`config.mk`:
```
export PLATFORM = sky130hd
export DESIGN_NAME = fapi_top
export DESIGN_NICKNAME = d
export VERILOG_FILES = /design/src/fapi_pkg.sv /design/src/fapi_sync.sv /design/src/fapi_top.sv
export VERILOG_INCLUDE_DIRS = /design/src /design/src/src
export SDC_FILE = /design/constraint.sdc
export NUM_CORES = 1
export LEC_CHECK = 0
export BUFFER_PORTS_ARGS = -buffer_cell sky130_fd_sc_hd__buf_2
export CAP_MARGIN = 30
export CORE_ASPECT_RATIO = 1.2
export CORE_MARGIN = 2
export CORE_UTILIZATION = 53
export CTS_CLUSTER_DIAMETER = 150
export DETAILED_ROUTE_END_ITERATION = 8
export GPL_TIMING_DRIVEN = 0
export HOLD_SLACK_MARGIN = 0.12
export PLACE_DENSITY = 0.85
export SLEW_MARGIN = 40
export SYNTH_ARGS = -nofsm -noshare
export SYNTH_HDL_FRONTEND = slang
export SYNTH_SLANG_ARGS = --single-unit
export TNS_END_PERCENT = 30
```
`constraint.sdc`:
```
create_clock -name hclk -period 6 [get_ports hclk]
set_input_delay 0.9 -clock hclk [delete_from_list [all_inputs] [get_ports hclk]]
set_output_delay 0.9 -clock hclk [all_outputs]
set_load 0.02 [all_outputs]
```
`src/fapi_defines.svh`:
```
`ifndef FAPI_DEFINES_SVH
`define FAPI_DEFINES_SVH

////////////////////////////////////////////////////////////////////////////////
// register indices; byte address is four times the index
`define FAPI_IDX_LPNP        12'hC08
`define FAPI_IDX_CTRL0       12'hC10
`define FAPI_IDX_INT_EN      12'hC18
`define FAPI_IDX_INT_STS     12'hC19

////////////////////////////////////////////////////////////////////////////////
// partner next-page word fields
`define FAPI_NP_MORE_BIT     15
`define FAPI_NP_ACK_BIT      14
`define FAPI_NP_MSG_BIT      13
`define FAPI_NP_COMPLY_BIT   12
`define FAPI_NP_TOGGLE_BIT   11
`define FAPI_NP_CODE_MSB     10
`define FAPI_NP_CODE_LSB     0

// fiber control zero
`define FAPI_CTRL0_BYPASS_BIT 9

// interrupt source bits, same layout in enable and status
`define FAPI_NSRC            10
`define FAPI_BIT_FEF         9
`define FAPI_BIT_TXFULL      8
`define FAPI_BIT_TXEMPTY     7
`define FAPI_BIT_RXFULL      6
`define FAPI_BIT_RXEMPTY     5
`define FAPI_BIT_LINK        4
`define FAPI_BIT_RFAULT      3
`define FAPI_BIT_RESFAIL     2
`define FAPI_BIT_NPRX        1
`define FAPI_BIT_BPRX        0

////////////////////////////////////////////////////////////////////////////////
// reset values
`define FAPI_RST_LPNP        16'h0000
`define FAPI_RST_CTRL0       16'h0000
`define FAPI_RST_INT_EN      16'h03FF
`define FAPI_RST_INT_EN_FLD  10'h3FF
`define FAPI_RST_INT_STS     16'h0000

// bus constants
`define FAPI_HSIZE_WORD      3'h2
`define FAPI_HRESP_OKAY      1'h0

`endif

```
`src/fapi_pkg.sv`:
```
`default_nettype none
`include "fapi_defines.svh"

package fapi_pkg;

  typedef struct packed {
    logic stage1;
    logic stage2;
  } fapi_sync_state_t;

  typedef struct packed {
    logic                   bypass;
    logic [`FAPI_NSRC-1:0]  irq_en;
    logic [`FAPI_NSRC-1:0]  pend;
    logic [15:0]            np_word;
    logic [5:0]             lvl_prev;
    logic                   armed;
    logic                   busy;
    logic                   op_write;
    logic                   op_read;
    logic                   op_hit;
    logic [11:0]            op_idx;
    logic [31:0]            rdata;
    logic                   ready;
    logic                   resp;
    logic                   irq;
    logic                   sig_det;
  } fapi_state_t;

endpackage : fapi_pkg

`default_nettype wire

```
`src/fapi_sync.sv`:
```
`timescale 1ns/1ps
`default_nettype none

module fapi_sync (
  input  wire logic hclk,
  input  wire logic hresetn,
  input  wire logic async_in,
  output logic      sync_out
);
  import fapi_pkg::*;

  fapi_sync_state_t q;
  fapi_sync_state_t next_q;

  // stage1 feeds stage2 only
  always_comb begin
    next_q        = q;
    next_q.stage1 = async_in;
    next_q.stage2 = q.stage1;
  end

  always_ff @(posedge hclk or negedge hresetn) begin
    if (!hresetn) begin
      q <= '0;
    end else begin
      q <= next_q;
    end
  end

  assign sync_out = q.stage2;

endmodule : fapi_sync

`default_nettype wire

```
`src/fapi_top.sv`:
```
`timescale 1ns/1ps
`default_nettype none
`include "fapi_defines.svh"

// How it works
// next-page bit 15 shows partner has more pages to send.
// next-page bit 13 shows message page versus unformatted page.
// next-page bit 12 shows partner can comply with the message.
// next-page bit 11 holds the partner toggle bit.
// next-page bits 10..0 hold code field; word read-only, resets zero.
// control bit 9 set ignores the signal-detect pin.
// enable bits allow sources when one; all reset to one; bit 9 far-end fault.
// enables 8..5 cover transmit/receive FIFO full and empty.
// enables 4, 3, 2 cover link change, remote fault, resolution failure.
// enable 1 next page received, enable 0 base page received.
// status bits read one while pending; a read clears them; reset zero.
// status bit 9 sets on a far-end fault indication.
// status bits 8..5 set when FIFOs become full or empty.
// status 4 link change, 3 remote fault, 2 resolution failure.
// status 1 next page received, 0 base page received.
// interrupt high while any pending bit has its enable set.
module fapi_top (
  input  wire logic        hclk,
  input  wire logic        hresetn,
  input  wire logic        hsel,
  input  wire logic [31:0] haddr,
  input  wire logic [1:0]  htrans,
  input  wire logic        hwrite,
  input  wire logic [2:0]  hsize,
  input  wire logic [31:0] hwdata,
  input  wire logic        hready,
  output logic             hreadyout,
  output logic             hresp,
  output logic [31:0]      hrdata,
  output logic             irq,
  input  wire logic        signal_detect_pin,
  output logic             signal_detect,
  input  wire logic        far_end_fault,
  input  wire logic        tx_fifo_full,
  input  wire logic        tx_fifo_empty,
  input  wire logic        rx_fifo_full,
  input  wire logic        rx_fifo_empty,
  input  wire logic        link_up,
  input  wire logic        remote_fault_rx,
  input  wire logic        resolution_fail,
  input  wire logic        next_page_rx,
  input  wire logic        base_page_rx,
  input  wire logic [15:0] partner_page_word
);
  import fapi_pkg::*;

  fapi_state_t            q;
  fapi_state_t            next_q;
  logic                   sd_sync;
  logic [5:0]             lvl;
  logic [5:0]             rise;
  logic                   link_chg;
  logic [`FAPI_NSRC-1:0]  ev;
  logic [`FAPI_NSRC-1:0]  clr;
  logic [15:0]            rd_val;
  logic                   accept;

  //////////////////////////////////////////////////////////////////////////////
  // signal-detect pin comes from outside the clock domain
  fapi_sync u_sd_sync (
    .hclk     (hclk),
    .hresetn  (hresetn),
    .async_in (signal_detect_pin),
    .sync_out (sd_sync)
  );

  //////////////////////////////////////////////////////////////////////////////
  // event detection; armed blocks a false edge in the first cycle after reset
  always_comb begin
    lvl      = {far_end_fault, tx_fifo_full, tx_fifo_empty,
                rx_fifo_full, rx_fifo_empty, link_up};
    rise     = lvl & ~q.lvl_prev & {6{q.armed}};
    link_chg = (link_up ^ q.lvl_prev[0]) & q.armed;
    ev                    = '0;
    ev[`FAPI_BIT_FEF]     = rise[5];
    ev[`FAPI_BIT_TXFULL]  = rise[4];
    ev[`FAPI_BIT_TXEMPTY] = rise[3];
    ev[`FAPI_BIT_RXFULL]  = rise[2];
    ev[`FAPI_BIT_RXEMPTY] = rise[1];
    ev[`FAPI_BIT_LINK]    = link_chg;
    ev[`FAPI_BIT_RFAULT]  = remote_fault_rx;
    ev[`FAPI_BIT_RESFAIL] = resolution_fail;
    ev[`FAPI_BIT_NPRX]    = next_page_rx;
    ev[`FAPI_BIT_BPRX]    = base_page_rx;
  end

  //////////////////////////////////////////////////////////////////////////////
  // read mux over current state
  always_comb begin
    rd_val = 16'h0000;
    if (q.op_hit) begin
      case (q.op_idx)
        `FAPI_IDX_LPNP:    rd_val = q.np_word;
        `FAPI_IDX_CTRL0:   rd_val = 16'(q.bypass) << `FAPI_CTRL0_BYPASS_BIT;
        `FAPI_IDX_INT_EN:  rd_val = {6'h00, q.irq_en};
        `FAPI_IDX_INT_STS: rd_val = {6'h00, q.pend};
        default:           rd_val = 16'h0000;
      endcase
    end
  end

  assign accept = hsel && hready && htrans[1] && !q.busy;

  //////////////////////////////////////////////////////////////////////////////
  // next state; every transfer takes one wait state, so a read never races
  // the write just before it
  always_comb begin
    next_q          = q;
    clr             = '0;
    next_q.resp     = `FAPI_HRESP_OKAY;
    next_q.lvl_prev = lvl;
    next_q.armed    = 1'h1;
    if (next_page_rx) begin
      next_q.np_word = partner_page_word;
    end
    if (q.busy) begin
      next_q.busy  = 1'h0;
      next_q.ready = 1'h1;
      if (q.op_write && q.op_hit) begin
        case (q.op_idx)
          `FAPI_IDX_CTRL0:   next_q.bypass = hwdata[`FAPI_CTRL0_BYPASS_BIT];
          `FAPI_IDX_INT_EN:  next_q.irq_en = hwdata[`FAPI_NSRC-1:0];
          `FAPI_IDX_INT_STS: clr = hwdata[`FAPI_NSRC-1:0];
          default:           clr = '0;
        endcase
      end
      if (q.op_read) begin
        next_q.rdata = {16'h0000, rd_val};
        if (q.op_hit && q.op_idx == `FAPI_IDX_INT_STS) begin
          clr = '1;
        end
      end
    end else if (accept) begin
      next_q.busy     = 1'h1;
      next_q.ready    = 1'h0;
      next_q.op_write = hwrite;
      next_q.op_read  = !hwrite;
      next_q.op_idx   = haddr[13:2];
      next_q.op_hit   = (haddr[31:14] == 18'h00000) && (haddr[1:0] == 2'h0)
                        && (hsize == `FAPI_HSIZE_WORD);
    end
    // a new event wins over a clear in the same cycle
    next_q.pend    = (q.pend & ~clr) | ev;
    next_q.irq     = |(next_q.pend & next_q.irq_en);
    // bypass treats the link as detected regardless of the pin
    next_q.sig_det = q.bypass ? 1'h1 : sd_sync;
  end

  always_ff @(posedge hclk or negedge hresetn) begin
    if (!hresetn) begin
      q        <= '0;
      q.irq_en <= `FAPI_RST_INT_EN_FLD;
      q.ready  <= 1'h1;
    end else begin
      q <= next_q;
    end
  end

  assign hreadyout     = q.ready;
  assign hresp         = q.resp;
  assign hrdata        = q.rdata;
  assign irq           = q.irq;
  assign signal_detect = q.sig_det;
endmodule : fapi_top

`default_nettype wire

```
==> summary.txt, run 1 <==
STA
  • Final setup fails: 0
  • Slew headroom: 47.87%
  • FMAX: 431.2 MHz
  • Worst setup margin: between 3000 and 4000 ps
  • Final hold vios: 0
  • Min Tclk post-route: around 2300 ps
  • Worst-Margin Slew: 777.7 ps
  • Clock skew: 7.357 ps
  • RSZ-0062 raised after global routing: no
  • Hold WS: about 350 ps
  • Setup TNS: 0 ps
  • Final period utilization: 38.65%
  • Max-slew violations: 0

Critical path
  • Worst Path Required: slightly above 6000 ps
  • CP Max Fanout: 10
  • CP startpoint: q[36]
  • Worst Path Arrival: ~2500 ps
  • Critical path depth: 6
  • Worst Path Buf+Inv: 0
  • Worst path max stage delay: 450 ps
  • Critical path capture point type: flip-flop
  • Worst r2r src: q[36]
  • Worst setup SP type: flip-flop
  • Worst Reg-to-Reg Cells: 6
  • Crit path kind: flip-flop to flip-flop
  • Crit path cell chain: and4b_1 > nand4_4 > mux2_2 > a21boi_0 > a2111oi_1 > nand3_1
  • Delay-heaviest family, CP: simple AND/OR/NAND/NOR gates
  • Slowest-stage cell, CP: dfrtp_1

Pwr
  • VDD IR max: between 150 and 200 uV
  • Sw frac: a little over a quarter
  • Lkg Pwr: ~2.2 nW
  • Flop pwr share: between 50% and 60%
  • Power per cell area: 247.1 nW/um2
  • Logic pwr share: 16.8%
  • Clock network power share: 29.2%
  • Switching power total: just over 0.3 mW
  • P_int: about 0.8 mW

Placed design
  • I/O Buffers: between 90 and 100
  • Pre-CTS setup slack: between 3000 and 4000 ps
  • Placed Area: ~4400 um2
  • DP Wirelength: 6056 um
  • Placer Congestion: roughly 0.86

Clocking
  • Post-cts hold buffer count: 0
  • CTS clock-pin slew for the worst setup and hold paths: 80 ps
  • Clock Path Buffers: 2
  • Clock buffer count from CTS: 9
  • Clk sinks: a little over 80
  • Postcts setup bufs: 0
  • Latest clock arrival within the worst-skew pair: 350 ps
  • Root Driver: clkbuf_8
  • H-Tree Depth: 3
  • CTS tree: yes
  • Post-CTS sizing: 0

Layout
  • Antenna Cells: 0
  • Fin area: 4557 um2
  • Syn-to-layout area delta: 22.63%
  • Nets: 554
  • Ratio of cells with drive above 1 in the final layout: slightly above 40%

Floorplanning
  • Core area: approximately 6800 um2
  • Die ar.: 7700 um2
  • Initial Util: a little over half
  • Die W: 80.44 um
  • Site row count: 33
  • Die Ht: 95.73 um
  • Top-Level Pins: 137

Synth
  • Top-count cell post-synth: dfrtp_1
  • Synth warn: 0
  • FFs w/ async S/R, synth: 100.0%
  • Post-synth top area share: 47.14%
  • Area leader, netlist: dfrtp_1
  • Synthesized instance count: 330
  • Number of synthesized flops with an enable pin: 0
  • Mapped cell area: 3716 um2
  • Synth Area per Inst: 11.26 um2
  • Register bit total from synthesis: 81
  • Largest cells by area after synthesis: dfrtp_1 47%, mux2_2 8.5%, dfstp_2 7.8%
  • Top cells by count, synth: 70 x dfrtp_1, 66 x nand2_1, 35 x buf_4, 28 x mux2_2, 17 x o21ai_0
  • Number of library cell types mapped by synthesis: 41
  • Sequential share of the synthesized area: between 50% and 60%
  • Synth Flop Type: dfrtp_1

Route
  • Mean number of vias per cell: 5.297
  • Drt pass-1 iters: 7
  • Detailed Route WL: 8156 um
  • Post-route ant nets: 0
  • DRC violations left: 0
  • Initial DRC count: 189
  • DR vias: 2887
  • Post-DR wirelength/cell: 14.97 um

GRT
  • Total gr overflow: 0
  • Initial antenna violation count: 0
  • Largest net degree at the start of global routing: between 50 and 60
  • Global Route Usage Sum: roughly 22%
  • Vias in the first global route: 2744
  • First-pass GRT wire length: around 13000 um

Min path
  • Hold Crit Class: flip-flop to flip-flop
  • Hold Crit Start: u_sd_sync.next_q[0]
  • Hold path cells: 0

Outcome
  • Outcome: completed

Run
  • Maxcap violations: 0
power by group through the flow:
stage | Combinational (mW) | Sequential (mW) | Clock [mW]
3_5_place_dp | 0.188 | 0.618 | 0
2_1_floorplan | 0.118 | 0.613 | 0
5_1_grt | 0.208 | 0.612 | 0.356
3_3_place_gp | 0.178 | 0.616 | 0
6_report | 0.189 | 0.608 | 0.329
4_1_cts | 0.189 | 0.607 | 0.332
placed cells by master (no fill, tap or decap), types with 11 or more instances in the layout:
cell,count
dfrtp_1,70
dfstp_2,11
o21ai_0,17
mux2_2,28
a22o_1,15
buf_4,35
buf_2,94
conb_1,18
clkbuf_1,16
nand2_1,66
logic make-up (layout without fill, tap and decap cells):
logic type	count (synthesis)	count (layout)	synth area share, %
buffers and inverters	49	161	8.485
XOR/XNOR	1	1	0.2357
flip-flops	81	81	54.92
other	2	18	0.2021
AO/OA/AOI/OAI	56	56	10.50
AND/OR/NAND/NOR	104	104	14.75
multiplexers	37	37	10.91
flip-flops by register name, summed over array words and instances (netlist names):
signal              flops
q                      60
hreadyout               1
u_sd_sync.sync_out      1
signal_detect           1
irq                     1
u_sd_sync.next_q        1
hrdata                 16
stage by stage:
step	util, %	std cells	power, mW
3_3_place_gp	64.00	528	0.7939
4_1_cts	66.89	545	1.128
2_1_floorplan	-	346	0.7318
6_report	66.89	545	1.126
3_5_place_dp	64.66	529	0.8060
5_1_grt	66.89	545	1.177
per-layer routing:
layer  global-route usage [%]  part of all wire (%)  vias to the layer above
li1                         -                     -                     1347
met1                    26.75                    39                     1393
met2                    38.19                    52                      129
met3                    4.878                   6.9                       18
met4                    11.16                   2.8                        0
met5                        0                     0                        -
final timing paths:
kind	to	slack, ps
min reg2reg	u_sd_sync.sync_out	350
max	irq	3680
max in group asynchronous	q[92]	5000
min in group asynchronous	q[76]	410
min	u_sd_sync.sync_out	350
max reg2reg	irq	3680
final cells by class:
class	count	area (um2)
inverters	3	11.26
flip-flops and latches	81	2041
repair buffers	96	509.2
fillers	542	2256
multi-input cells	216	1431
plain buffers	46	304.0
well taps	87	108.9
clock inverters	1	5.005
clock buffers	15	146.4
Power figures use the tool's default switching activity.
==> inputs of run 2 (changes only) <==
ABC_AREA = 1   (was default)
CORE_UTILIZATION = 50   (was 53)
PLACE_DENSITY = 0.8   (was 0.85)
clock period = 2.2 ns   (was 6 ns; I/O delays follow)
==> run 2 against run 1 <==
Effect of this change:
- power rose to 2.8 times the previous value
- flip-flop and latch count is the same
- via count increased by 15%
- final area grew 4.7%
- die area grew 8.4%
- final cell count rose by 23%
- area after synthesis grew 2.7%
- critical path depth is 1 lower
- critical path type unchanged
==> summary.txt, run 2 <==
Placed design
  • DP Wirelength: 6549 um (+8.1%)
  • I/O Buffers: 96 (+1.1%)
  • Pre-CTS setup slack: 310.5 ps (-3311 ps)
  • Placer Congestion: 0.8536 (-0.37%)
  • Cells after DPL: 646 (+22%)

Critical path
  • Worst setup SP type: flip-flop
  • Worst Reg-to-Reg Cells: 5 (-1)
  • Critical path capture point type: flip-flop
  • Register-to-Register Setup Slack: 290 ps (-3390 ps)
  • Crit path kind: flip-flop to flip-flop
  • CP Max Fanout: 9 (-1)
  • Reg2Reg Capture Point: hrdata[0]
  • Worst r2r src: q[49]
  • Worst Path Arrival: 2190 ps (-340 ps)
  • Worst Path Required: 2490 ps (-3720 ps)

Layout
  • Antenna Cells: 0 (unchanged)
  • Ratio of cells with drive above 1 in the final layout: 29.83% (-11 points)
  • Nets: 676 (+22%)
  • Filler Cell Count: 662 (+22%)
  • Final non-filler cell total: 670 (+23%)
  • Number of flip-flops in the largest register: 60 (unchanged)
  • Most flops, register: q
  • Syn-to-layout area delta: 24.98%
  • Commonest non-fill, non-tap cells in the layout: 141 x nand2_1, 95 x buf_2, 70 x dfrtp_1, 39 x inv_1, 36 x buf_4
  • Commonest non-fill, non-tap cell in the layout: nand2_1

GRT
  • Global Route Usage Sum: 21.87% (-0.50 points)
  • Initial antenna violation count: 0 (unchanged)
  • Total gr overflow: 0 (unchanged)
  • Largest net degree at the start of global routing: 45 (-21%)
  • Vias in the first global route: 3304 (+20%)
  • First-pass GRT wire length: 14480 um (+14%)

Clocking
  • Clock buffer count from CTS: 9 (unchanged)
  • Post-cts hold buffer count: 8 (+8)
  • Clock Path Buffers: 2 (unchanged)
  • H-Tree Depth: 3 (unchanged)
  • CTS clock-pin slew for the worst setup and hold paths: 80 ps (about the same)
  • Postcts setup bufs: 0 (unchanged)
  • Latest clock arrival within the worst-skew pair: 350 ps (about the same)
  • CTS tree: yes
  • Post-CTS sizing: 0 (unchanged)
  • Clk sinks: 81 (unchanged)
  • Root Driver: clkbuf_8

STA
  • Max-slew violations: 0 (unchanged)
  • Worst setup margin: 294.7 ps (-3386 ps)
  • Hold WS: 161.8 ps (-191.6 ps)
  • FMAX: 524.8 MHz (+22%)
  • Setup TNS: 0 ps (unchanged)
  • Clock skew: 8.888 ps (+1.531 ps)
  • Slew headroom: 60.97% (+13 points)
  • Final hold vios: 0 (unchanged)
  • Final setup fails: 0 (unchanged)
  • Worst-Margin Slew: 580.1 ps (-197.6 ps)
  • Final period utilization: 86.61% (+48 points)
  • RSZ-0062 raised after global routing: no
  • Min Tclk post-route: 1905 ps (-413.7 ps)

Synth
  • Sequential share of the synthesized area: 53.48% (-1.4 points)
  • Synthesized instance count: 443 (+34%)
  • Top-count cell post-synth: nand2_1
  • Number of library cell types mapped by synthesis: 30 (-27%)
  • Area leader, netlist: dfrtp_1
  • Synth warn: 0 (unchanged)
  • Largest cells by area after synthesis: dfrtp_1 46%, nand2_1 14%, dfstp_2 7.6%
  • Number of synthesized flops with an enable pin: 0 (unchanged)
  • Post-synth top area share: 45.90% (-1.2 points)
  • FFs w/ async S/R, synth: 100.0% (unchanged)
  • Mapped cell area: 3816 um2 (+2.7%)
  • Synth Flop Type: dfrtp_1
  • Synth Area per Inst: 8.614 um2 (-24%)
  • Top cells by count, synth: 141 x nand2_1, 70 x dfrtp_1, 39 x inv_1, 36 x buf_4
  • Register bit total from synthesis: 81 (unchanged)

Pwr
  • Pwr Total: 3.146 mW (+180%)
  • Power per cell area: 659.5 nW/um2 (+170%)
  • VDD IR max: 507.3 uV (+210%)
  • Lkg Pwr: 2.613 nW (+17%)

Run
  • Maxcap violations: 0 (unchanged)

Floorplanning
  • Die W: 83.75 um (+4.1%)
  • Site row count: 34 (+3.0%)
  • Die ar.: 8350 um2 (+8.4%)
  • Core area: 7317 um2 (+7.4%)
  • Die Ht: 99.70 um (+4.2%)
  • Initial Util: 52.15% (-2.4 points)
  • Top-Level Pins: 137 (unchanged)

Min path
  • Hold Crit Start: haddr[8]
  • Hold EP: q[42]
  • Hold Crit Class: primary input to flip-flop
  • Hold path cells: 3 (+3)

Route
  • Drt pass-1 iters: 4 (-3)
  • Post-DR wirelength/cell: 12.76 um (-15%)
  • Mean number of vias per cell: 4.945 (-6.7%)
  • Post-route ant nets: 0 (unchanged)
  • DR vias: 3313 (+15%)
  • DRC violations left: 0 (unchanged)
  • Detailed Route WL: 8548 um (+4.8%)
  • Initial DRC count: 161 (-15%)

Outcome
  • Outcome: completed
-- run 2: worst max-delay path, cell delays in order (launching register included) --
cell,delay (ps)
dfrtp_1,430
nand2_1,290
nor2_1,540
nand2_1,300
inv_2,150
a22o_1,130
-- run 2: kinds of logic (layout without fill, tap and decap cells) --
group / Yosys count / in the layout / share of synthesized area (%)
simple gates: 216 / 216 / 24.59
buf+inv: 88 / 209 / 12.59
compound gates: 56 / 56 / 9.147
flops: 81 / 81 / 53.48
other cells: 2 / 18 / 0.1968
-- run 2: cell type report --
cell class / instances / area [um2] / area share [%]
Buffer: 46 / 322.8 / 6.768
Clock buffer: 9 / 123.9 / 2.597
Clock inverter: 7 / 70.07 / 1.469
Inverter: 42 / 157.7 / 3.305
Multi-Input combinational cell: 290 / 1355 / 28.41
Sequential cell: 81 / 2041 / 42.79
Tap cell: 90 / 112.6 / 2.361
Timing Repair Buffer: 105 / 586.8 / 12.30
-- run 2: report_power, final --
group          switching (mW)  internal [mW]  total [mW]
logic                   0.256          0.170       0.426
registers              0.0640           1.60        1.66
clock network           0.532          0.523        1.06
-- run 2: layer usage --
metal / routed length [um] / track usage (%)
met4: 224 / 9.677
met1: 3447 / 25.77
met5: 0 / 0
met2: 4428 / 38.46
met3: 448 / 4.730
-- run 2: worst max-delay path by stage --
stage,start,slack (ps),cells after the start,to
3_5_place_dp,q[49],310,5,hrdata[0]
2_1_floorplan,q[43],660,14,irq
6_report,q[49],290,5,hrdata[0]
3_3_place_gp,hresetn,320,1,hrdata[12]
5_1_grt,q[45],120,13,irq
4_1_cts,q[49],290,5,hrdata[0]
-- run 2: stage by stage --
step           instance area, um2  utilization, %
3_3_place_gp                 4469           61.08
5_1_grt                      4770           65.18
6_report                     4770           65.18
4_1_cts                      4770           65.18
3_5_place_dp                 4496           61.44
2_1_floorplan                3876               -
